**config.mk**
```make
export PLATFORM = sky130hd
export DESIGN_NAME = ibp_regs
export DESIGN_NICKNAME = d
export VERILOG_FILES = /design/src/shared/ibp_pkg.sv /design/src/hw/ibp_debounce.sv /design/src/hw/ibp_regs.sv
export VERILOG_INCLUDE_DIRS = /design/src /design/src/shared
export SDC_FILE = /design/constraint.sdc
export NUM_CORES = 1
export LEC_CHECK = 0
export CORE_MARGIN = 2
export CORE_UTILIZATION = 30
export DETAILED_ROUTE_END_ITERATION = 6
export DONT_BUFFER_PORTS = 1
export SLEW_MARGIN = 0
export SYNTH_ARGS = -nofsm -noshare
export SYNTH_HDL_FRONTEND = slang
export SYNTH_SLANG_ARGS = --single-unit
```
**constraint.sdc**
```tcl
create_clock -name clk -period 6 [get_ports clk]
set_clock_uncertainty 0.15 [all_clocks]
set_input_delay 0 -clock clk [delete_from_list [all_inputs] [get_ports clk]]
set_output_delay 0 -clock clk [all_outputs]
set_load 0.005 [all_outputs]
```
**src/shared/ibp_map.svh**
```systemverilog
`ifndef IBP_MAP_SVH
`define IBP_MAP_SVH

// Register offsets on the control serial interface
`define IBP_OFF_STS3 8'h54
`define IBP_OFF_MSK3 8'h55
`define IBP_OFF_PIN0 8'h60

// Reset values and implemented bits
`define IBP_STS3_RST 8'h00
`define IBP_MSK3_RST 8'hff
`define IBP_STS3_IMPL 8'h9f
`define IBP_PIN0_WMASK 8'hbd

// Status and mask field positions
`define IBP_B_POWERDOWN_RESET_INPUT 7
`define IBP_B_WDOG 4
`define IBP_B_P5F 3
`define IBP_B_P5R 2
`define IBP_B_P4F 1
`define IBP_B_P4R 0

// Pin 0 configuration field positions
`define IBP_B_SLEEP 7
`define IBP_B_RSVD 6
`define IBP_B_ODEN 5
`define IBP_B_DEB 4
`define IBP_B_PDEN 3
`define IBP_B_DIR 2
`define IBP_B_LVL 1
`define IBP_B_SET 0

// Timing
`define IBP_CLK_MHZ 125
`define IBP_FAST_TICK_NS 30500
`define IBP_FAST_FILT_NS 91500
`define IBP_SLOW_TICK_MS 50
`define IBP_SLOW_FILT_MS 150
`define IBP_FAST_TICK_CYC ((`IBP_FAST_TICK_NS * `IBP_CLK_MHZ) / 1000)
`define IBP_SLOW_TICK_CYC (`IBP_SLOW_TICK_MS * `IBP_CLK_MHZ * 1000)
`define IBP_DEB_SAMPLES (`IBP_FAST_FILT_NS / `IBP_FAST_TICK_NS)

`endif

```
**src/shared/ibp_pkg.sv**
```systemverilog
`default_nettype none
package ibp_pkg;
  typedef logic [7:0] ibp_byte_t;
  typedef enum logic [0:0] {
    IBP_LVL_LOW = 1'b0,
    IBP_LVL_HIGH = 1'b1
  } ibp_level_e;
endpackage
`default_nettype wire

```
**src/hw/ibp_debounce.sv**
```systemverilog
`timescale 1ns/1ps
`default_nettype none
`include "ibp_map.svh"
module ibp_debounce #(
  parameter int FAST_TICK_CYC = `IBP_FAST_TICK_CYC,
  parameter int SLOW_TICK_CYC = `IBP_SLOW_TICK_CYC,
  parameter int SAMPLES = `IBP_DEB_SAMPLES
) (
  // Clock and reset
  input wire logic clk,
  input wire logic rstn,
  // Filter
  input wire logic slow_sel,
  input wire logic raw_in,
  output logic level
);
  logic [23:0] cnt_reg;
  logic [23:0] cnt_next;
  logic [23:0] lim;
  logic tick;
  logic [SAMPLES-1:0] hist_reg;
  logic [SAMPLES-1:0] hist_next;
  logic all_hi;
  logic all_lo;
  ibp_pkg::ibp_level_e lvl_reg;
  ibp_pkg::ibp_level_e lvl_next;

  // Sample rate follows the select at once; a switch mid-period stretches or shortens one tick
  assign lim = slow_sel ? 24'(SLOW_TICK_CYC - 1) : 24'(FAST_TICK_CYC - 1); // [RULE12]
  assign tick = (cnt_reg >= lim);
  assign cnt_next = tick ? 24'h000000 : cnt_reg + 24'h000001;
  assign hist_next = tick ? {hist_reg[SAMPLES-2:0], raw_in} : hist_reg;
  assign all_hi = &hist_next;
  assign all_lo = ~|hist_next;
  assign level = (lvl_reg == ibp_pkg::IBP_LVL_HIGH);

  always_comb begin
    lvl_next = lvl_reg;
    case (lvl_reg)
      ibp_pkg::IBP_LVL_LOW: if (tick && all_hi) lvl_next = ibp_pkg::IBP_LVL_HIGH; // [RULE12]
      ibp_pkg::IBP_LVL_HIGH: if (tick && all_lo) lvl_next = ibp_pkg::IBP_LVL_LOW; // [RULE12]
      default: lvl_next = ibp_pkg::IBP_LVL_HIGH;
    endcase
  end

  always_ff @(posedge clk) begin
    if (!rstn) begin
      cnt_reg <= 24'h000000;
      hist_reg <= {SAMPLES{1'b1}};
      lvl_reg <= ibp_pkg::IBP_LVL_HIGH;
    end else begin
      cnt_reg <= cnt_next;
      hist_reg <= hist_next;
      lvl_reg <= lvl_next;
    end
  end
endmodule
`default_nettype wire

```
**src/hw/ibp_regs.sv**
```systemverilog
`timescale 1ns/1ps
`default_nettype none
`include "ibp_map.svh"
// Summary of operation
// [RULE1] Status flags set on their event and hold until software writes one.
// [RULE2] Bit 7 records power-down input high; bit 4 records watchdog event.
// [RULE3] Bits 3,2 flag pin 5 fall and rise; bits 1,0 pin 4.
// [RULE4] Status flags reset to zero only by the full reset.
// [RULE5] A set mask bit still updates the flag but keeps the line quiet.
// [RULE6] A clear mask bit updates the flag and raises the interrupt line.
// [RULE7] Mask register mirrors status layout, resets to all ones, general domain.
// [RULE8] Sleep-force bit drives pin 0 low as output while asleep.
// [RULE9] Bit 5 selects push-pull when zero, open-drain when one.
// [RULE10] Output-mode and direction defaults come from the boot configuration.
// [RULE11] Shutdown reset forces open-drain when pin 0 is in power-up sequence.
// [RULE12] Debounce bit picks 91.5 us at 30.5 us rate, or 150 ms at 50 ms.
// [RULE13] Bit 3 enables the pad pulldown; resets to zero.
// [RULE14] Bit 2 makes the pad an input when zero, output when one.
// [RULE15] Read-only bit 1 returns the pad level; reads one after reset.
// [RULE16] Bit 0 is the output level; shutdown reset clears it in power-up sequence.
// [RULE17] Bit 6 is reserved and reads zero; register in general domain.
// [RULE18] Line asserts while any unmasked flag is set; writing zero changes nothing.
module ibp_regs #(
  parameter int SLOW_TICK_CYC = `IBP_SLOW_TICK_CYC
) (
  // Clock and resets
  input wire logic clk,
  input wire logic rstn,
  input wire logic general_rst_n,
  input wire logic shutdown_reset_n,
  // Boot configuration
  input wire logic boot_open_drain,
  input wire logic boot_output_dir,
  input wire logic pin0_in_powerup_seq,
  // Register port behind the control serial interface
  input wire logic reg_wr,
  input wire logic reg_rd,
  input wire logic [7:0] reg_addr,
  input wire logic [7:0] reg_wdata,
  output logic [7:0] reg_rdata,
  output logic reg_rvalid,
  // Events
  input wire logic powerdown_reset_input,
  input wire logic watchdog_event,
  input wire logic pin5_fall_event,
  input wire logic pin5_rise_event,
  input wire logic pin4_fall_event,
  input wire logic pin4_rise_event,
  // Interrupt
  output logic irq_out_line,
  // Pin 0 pad
  input wire logic sleep_mode,
  input wire logic pad_in,
  output logic pad_out,
  output logic pad_oe_n,
  output logic pulldown_enable
);
  function automatic logic ibp_hit(input logic [7:0] a, input logic [7:0] off);
    ibp_hit = (a == off);
  endfunction

  ibp_pkg::ibp_byte_t sts_reg;
  ibp_pkg::ibp_byte_t sts_next;
  ibp_pkg::ibp_byte_t msk_reg;
  ibp_pkg::ibp_byte_t msk_next;
  ibp_pkg::ibp_byte_t pin_reg;
  ibp_pkg::ibp_byte_t pin_next;
  ibp_pkg::ibp_byte_t pin_wr;
  ibp_pkg::ibp_byte_t pin_base;
  ibp_pkg::ibp_byte_t pin_boot;
  ibp_pkg::ibp_byte_t pin_view;
  ibp_pkg::ibp_byte_t evt_vec;
  ibp_pkg::ibp_byte_t clr_vec;
  ibp_pkg::ibp_byte_t rdata_next;
  logic wr_sts;
  logic wr_msk;
  logic wr_pin;
  logic rd_sts;
  logic rd_msk;
  logic rd_pin;
  logic gen_rst;
  logic pin_rst_n;
  logic shut_hit;
  logic irq_next;
  logic force_low;
  logic oe_n_next;
  logic out_next;
  logic pad_level;
  logic irq_reg;
  logic pad_out_reg;
  logic pad_oe_n_reg;
  logic pulldown_reg;
  logic [7:0] rdata_reg;
  logic rvalid_reg;

  // Address decode
  assign wr_sts = reg_wr && ibp_hit(reg_addr, `IBP_OFF_STS3);
  assign wr_msk = reg_wr && ibp_hit(reg_addr, `IBP_OFF_MSK3);
  assign wr_pin = reg_wr && ibp_hit(reg_addr, `IBP_OFF_PIN0);
  assign rd_sts = ibp_hit(reg_addr, `IBP_OFF_STS3);
  assign rd_msk = ibp_hit(reg_addr, `IBP_OFF_MSK3);
  assign rd_pin = ibp_hit(reg_addr, `IBP_OFF_PIN0);

  // Reset domains
  assign gen_rst = !rstn || !general_rst_n;
  assign pin_rst_n = rstn && general_rst_n;
  assign shut_hit = !shutdown_reset_n && pin0_in_powerup_seq;

  // Event sources, reserved positions tied off
  assign evt_vec = {
    powerdown_reset_input, // [RULE2]
    2'b00,
    watchdog_event, // [RULE2]
    pin5_fall_event, // [RULE3]
    pin5_rise_event, // [RULE3]
    pin4_fall_event, // [RULE3]
    pin4_rise_event // [RULE3]
  };

  // Write-one-to-clear; an event in the clearing cycle wins so it is never lost
  assign clr_vec = wr_sts ? reg_wdata : 8'h00; // [RULE18]
  assign sts_next = ((sts_reg & ~clr_vec) | evt_vec) & `IBP_STS3_IMPL; // [RULE1]

  // Mask register
  assign msk_next = wr_msk ? reg_wdata : msk_reg; // [RULE7]

  // Interrupt line sees flags one cycle after they land
  assign irq_next = |(sts_reg & ~msk_reg); // [RULE5] [RULE6] [RULE18]

  // Pin 0 configuration
  assign pin_boot = (8'(boot_open_drain) << `IBP_B_ODEN)
                  | (8'(boot_output_dir) << `IBP_B_DIR); // [RULE10]
  assign pin_wr = wr_pin ? (reg_wdata & `IBP_PIN0_WMASK) : pin_reg; // [RULE17]
  assign pin_base = gen_rst ? pin_boot : pin_wr;
  // Shutdown reset is applied on top so it also holds during a general reset
  assign pin_next = shut_hit
    ? ((pin_base | (8'h01 << `IBP_B_ODEN)) & ~(8'h01 << `IBP_B_SET)) // [RULE11] [RULE16]
    : pin_base;
  assign pin_view = pin_reg | (8'(pad_level) << `IBP_B_LVL); // [RULE15]

  // Pad drive
  assign force_low = sleep_mode && pin_reg[`IBP_B_SLEEP]; // [RULE8]
  assign oe_n_next = force_low ? 1'b0 // [RULE8]
    : !pin_reg[`IBP_B_DIR] ? 1'b1 // [RULE14]
    : pin_reg[`IBP_B_ODEN] ? pin_reg[`IBP_B_SET] // [RULE9]
    : 1'b0;
  assign out_next = !force_low && pin_reg[`IBP_B_DIR]
    && !pin_reg[`IBP_B_ODEN] && pin_reg[`IBP_B_SET]; // [RULE9] [RULE16]

  // Read mux; unmapped offsets read zero
  assign rdata_next = rd_sts ? sts_reg
    : rd_msk ? msk_reg
    : rd_pin ? pin_view
    : 8'h00;

  // Outputs straight from flops
  assign irq_out_line = irq_reg;
  assign pad_out = pad_out_reg;
  assign pad_oe_n = pad_oe_n_reg;
  assign pulldown_enable = pulldown_reg;
  assign reg_rdata = rdata_reg;
  assign reg_rvalid = rvalid_reg;

  ibp_debounce #(
    .SLOW_TICK_CYC(SLOW_TICK_CYC)
  ) u_deb (
    .clk(clk),
    .rstn(pin_rst_n),
    .slow_sel(pin_reg[`IBP_B_DEB]),
    .raw_in(pad_in),
    .level(pad_level)
  );

  // Status lives in the full domain only
  always_ff @(posedge clk) begin
    if (!rstn) begin
      sts_reg <= `IBP_STS3_RST; // [RULE4]
    end else begin
      sts_reg <= sts_next;
    end
  end

  always_ff @(posedge clk) begin
    if (gen_rst) begin
      msk_reg <= `IBP_MSK3_RST; // [RULE7]
    end else begin
      msk_reg <= msk_next;
    end
  end

  always_ff @(posedge clk) begin
    pin_reg <= pin_next;
  end

  always_ff @(posedge clk) begin
    if (!rstn) begin
      irq_reg <= 1'b0;
      rvalid_reg <= 1'b0;
      rdata_reg <= 8'h00;
      pulldown_reg <= 1'b0;
    end else begin
      irq_reg <= irq_next;
      rvalid_reg <= reg_rd;
      rdata_reg <= reg_rd ? rdata_next : rdata_reg;
      pulldown_reg <= pin_reg[`IBP_B_PDEN]; // [RULE13]
    end
  end

  always_ff @(posedge clk) begin
    if (gen_rst) begin
      pad_out_reg <= 1'b0;
      pad_oe_n_reg <= 1'b1;
    end else begin
      pad_out_reg <= out_next;
      pad_oe_n_reg <= oe_n_next;
    end
  end
endmodule
`default_nettype wire

```
### Word level (Yosys, flattened, before mapping)

Index checks and enable logic that the tools add are counted.

| cells by class | value |
|---|---|
| add/sub/neg operators | 1 |
| order comparisons | 1 |
| bitwise gates (word level) | 9 |
| reductions and logical operators | 23 |
| equality and inequality tests | 3 |
| mux-type cells | 14 |

Operators with widths:

| kind | count |
|---|---|
| $mux W8 | 6 |
| $add A24 B1 Y24 const B | 1 |
| $eq A8 B7 Y1 const B | 3 |
| $ge A24 B24 Y1 | 1 |
| $mux W23 | 1 |
| $and A8 B8 Y8 | 2 |
| $not A8 Y8 | 2 |
| $logic_and A1 B1 Y1 | 11 |
| $or A8 B2 Y8 | 1 |
| $or A8 B8 Y8 | 1 |
| $reduce_or A8 Y1 | 1 |
| $logic_not A1 Y1 | 6 |
| $or A6 B3 Y6 | 1 |
| $mux W1 | 5 |
| $mux W3 | 1 |
| $reduce_and A3 Y1 | 1 |
| $reduce_or A3 Y1 | 1 |
| $not A1 Y1 | 2 |
| $pmux W1 S2 | 1 |
| $reduce_bool A2 Y1 | 1 |
| $reduce_or A2 Y1 | 1 |
| $logic_or A1 B1 Y1 | 1 |

| storage, ports and cells | value |
|---|---|
| output and inout port bits | 13 |
| bits of input ports | 33 |
| bits in registers | 65 |
| logic and storage cells | 65 |

### Depth between registers and ports, before layout

| logic depth | value |
|---|---|
| depth in word-level cells | 8 |
| mapped depth | 10 |
| depth with buffers taken out | 8 |

### Hierarchy

A second synthesis with hierarchy kept.

| second synthesis, totals | value |
|---|---|
| cells, all modules | 327 |
| area total of the unflattened synthesis | 3204.3 sq um |

By module, submodules not included:

| module | sequential area each (sq um) | times used | area each (sq um) | cells each |
|---|---|---|---|---|
| ibp_debounce | 540.5 | 1 | 1632.8 | 162 |
| ibp_regs | 690.7 | 1 | 1571.5 | 165 |

### Worst setup path after synthesis

No wires, ideal clock.

| timing path | value |
|---|---|
| path type | flip-flop to flip-flop |
| start | register pin_reg[4] |
| end | register u_deb.cnt_reg[15] |
| path buffers | 2 |
| clock period less this slack | 2497 ps |
| arrival time | 2282 ps |
| path slack | 3503 ps |
| stages on the path, launching flop included | 11 |
| cell sequence | edfxtp_1 inv_1 ha_1 a211oi_2 a21boi_1 a2111oi_4 o211ai_4 or2_1 buf_6 buf_6 nor2_1 |

| on the way | value |
|---|---|
| cells in the longest elaborated chain, start to end | 3 |

Ends and longest elaborated chain:

| what | RTL line | RTL |
|---|---|---|
| start, declared | ibp_regs.sv:66 | `ibp_pkg::ibp_byte_t pin_reg;` |
| start signal, assigned | ibp_regs.sv:192 | `pin_reg <= pin_next;` |
| $mux W23 | ibp_debounce.sv:29 | `assign lim = slow_sel ? 24'(SLOW_TICK_CYC - 1) : 24'(FAST_TICK_CYC - 1);` |
| $ge A24 B24 Y1 | ibp_debounce.sv:30 | `assign tick = (cnt_reg >= lim);` |
| $reduce_or A2 Y1 (no source line) | -- |  |
| end signal, assigned | ibp_debounce.sv:52 | `cnt_reg <= cnt_next;` |
| end, declared | ibp_debounce.sv:17 | `logic [23:0] cnt_reg;` |

No other way between the ends.
A chain may end at the register's enable or synchronous reset.

### Final worst setup path

| timing path | value |
|---|---|
| start | register pin_reg[4] |
| end | register u_deb.cnt_reg[6] |

The elaborated chain is that of the path after synthesis.

==> results_dict.tcl <==
set metrics [dict create \
    first_global_vias 2510 \
    status "completed" \
    r2r-end "u_deb.cnt_reg[6]" \
    synth_edf_count 3 \
    clock_path_buffers 2 \
    period_minus_slack_ns 3.026 \
    regToRegSetupSlack_ns 2.97 \
    setup_viol 0 \
    cts-buffers-inserted 9 \
    grt_overflow 0 \
    grt_max_degree 25 \
    grt_usage_pct 14.70 \
    cp_max_fo 24 \
    hold_start "reg_addr[4]" \
    final_cells 500 \
    syn_avg_cell_area_sq_um 9.079 \
    worstRegToRegCells 8 \
    synth_warnings 0 \
    ys.flop_type "dfxtp_1" \
    vias 2426 \
    ys_types 48 \
    die-area_sq_mm 0.01036 \
    die_w_um 101.8 \
    timing.rr.start "pin_reg[4]" \
    cap_viol_max_count 0 \
    drive_above_1_share_pct 5.660 \
    leakage_uw 0.001399 \
    core_sq_mm 0.009240 \
    rsz0062_at_grt "false" \
    routedWlPerCell_um 13.73 \
    powerDensity_mw_per_mm2 223.3 \
    io_buffers 0 \
    fin_crit_sh_pct 50.43 \
    postCtsSetupBuffers 0 \
    path_class "reg -> reg" \
    fmax_mhz 330.5 \
    start_util_pct 31.05 \
    startpoint_type "register" \
    viasPerCell 4.852 \
    die-height_um 101.8 \
    hold_path_end "reg_rdata[4]" \
    place_congestion 0.7945 \
    path_clk_slew_ns 0.06 \
    slew_viol_final 0 \
    grt_pass1_wl_um 11700 \
    synthesis.nets 363 \
    ys_ff_latch 60 \
    ys_seq_area_share_pct 42.91 \
    placed_cells 432 \
    synthArstFlopShare_pct 0 \
    critPathRequiredTime_ns 6.04 \
    design.portCount 46 \
    drcViolationCount 0 \
    arrival_ns 3.06 \
    largest_reg_flops 24 \
    clk_latency_ns 0.35 \
    tns_ns 0 \
    num_rows 35 \
    drt.antenna.violating_nets 0 \
    crit_path_end_kind "register" \
    irDropWorstVdd_uv 128.7 \
    report.final.hold_viol_count 0 \
    slew_headroom_pct 41.71 \
    place_hpwl_um 4515 \
    postSynthCellCount 316 \
    syn_to_final_growth_pct 27.47 \
    h-tree-depth 3 \
    drt_iter0_drc 84 \
    wl_um 6866 \
    cts_root_buffer "clkbuf_8" \
    nets 414 \
    tightestPinTransition_ns 0.8744 \
    nFillCells 917 \
    holdPathStages 4 \
    diodes 0 \
    antenna_found_initial 0 \
    syn_area_sq_mm 0.002869 \
    hp-class "in -> reg" \
    first_pass_iters 4 \
    cts_sinks 60 \
    cts_tree "yes" \
]
routing by layer:
metal  wire length, um  vias to the layer above  GRT usage (%)  share of wire (%)
met3               404                       19          5.314                5.9
met5                 0                        -              0                  0
li1                  -                     1209              -                  -
met4               226                        0          7.588                3.3
met1              2857                     1123          15.83                 42
met2              3378                       75          25.25                 49
layout make-up:
cell class	count	area, sq um	area share (%)
Clock buffer	12	135.1	3.695
Clock inverter	3	40.04	1.095
Inverter	9	33.78	0.9237
Multi-Input combinational cell	234	1525	41.70
Sequential cell	60	1231	33.66
Tap cell	129	161.4	4.413
Timing Repair Buffer	53	530.5	14.51
worst max path at each step:
stage	slack [ns]	end	start
final	2.97	u_deb.cnt_reg[6]	pin_reg[4]
after global routing	2.63	u_deb.cnt_reg[6]	pin_reg[4]
after CTS	2.90	u_deb.cnt_reg[6]	pin_reg[4]
after detailed placement	2.94	u_deb.cnt_reg[16]	pin_reg[4]
after global placement	3.09	u_deb.cnt_reg[22]	pin_reg[4]
after floorplan	3.50	u_deb.cnt_reg[15]	pin_reg[4]
critical path, stage by stage, from the launching register on:
cell and delay, ns:
edfxtp_1 0.45, inv_1 0.21, ha_1 0.34, nand2_1 0.06, nor4_1 0.31, o211ai_1 0.21, o211ai_4 0.26, or2_1 0.71
nor2_1 0.14
through the flow:
| step | area [sq um] | util, % | hold slack, ns | power [uW] | setup slack (ns) |
|---|---|---|---|---|---|
| floorplan | 2869 | - | -0.03404 | 453.7 | 3.503 |
| global placement | 2952 | 31.94 | -0.02670 | 455.4 | 3.091 |
| detailed placement | 2952 | 31.94 | -0.02376 | 456.5 | 2.939 |
| CTS | 3657 | 39.58 | 0.01036 | 824.2 | 2.904 |
| global route | 3657 | 39.58 | 0.05421 | 851.6 | 2.634 |
| finish | 3657 | 39.58 | 0.02389 | 816.6 | 2.974 |
Yosys cell counts (all sizes together), types with 2 or more instances:
cell type,number,area (sq um)
a31oi,2,12.51
nand2,45,168.9
a21boi,3,22.52
buf,7,56.30
o211ai,3,36.28
nand3,25,125.1
nor2,34,132.6
nand4,5,31.28
clkbuf,6,22.52
a21oi,8,40.04
nor3,3,15.01
edfxtp,3,90.09
dfxtp,57,1141
inv,9,33.78
xor2,14,122.6
and3,5,31.28
and4,2,17.52
nand2b,4,32.53
or3,3,18.77
o22ai,3,18.77
a222oi,2,20.02
and2,8,50.05
o21ai,6,30.03
a22oi,5,37.54
nor4,4,31.28
o21a,7,52.55
o211a,7,70.07
or2,2,12.52
a211oi,2,20.02
ha,14,175.2
xnor2,6,52.55
mux2i,6,60.06
repair_timing:
action                    in CTS  in global routing
hold endpoints to repair      36                  0
resized for setup              0                  0
hold buffers                  53                  0
cells in the final DEF (no fill, tap or decap), types with 7 or more instances in the layout:
master,n
nor2_1,32
inv_1,9
nand3_1,25
dlygate4sd3_1,53
nand2_1,45
o211a_1,7
o21a_1,7
clkbuf_8,9
and2_1,7
a21oi_1,8
ha_1,14
xor2_1,14
dfxtp_1,57
cells by family (layout without fill, tap and decap cells):
| family | count (synthesis) | in the layout | synth area share [%] |
|---|---|---|---|
| xor+xnor | 20 | 20 | 6.106 |
| mux | 6 | 6 | 2.093 |
| buf+inv | 22 | 77 | 3.925 |
| compound gates | 52 | 52 | 14.39 |
| simple gates | 142 | 142 | 24.47 |
| fa+ha+maj | 14 | 14 | 6.106 |
| flops | 60 | 60 | 42.91 |
power breakdown:
group | total, uW | internal, uW | switching (uW) | leakage (uW)
clock network | 345 | 189 | 156 | 0.0000902
registers | 418 | 411 | 6.98 | 0.000496
logic | 54.1 | 28.3 | 25.8 | 0.000812
No activity file was read; power rests on OpenSTA's default activity.
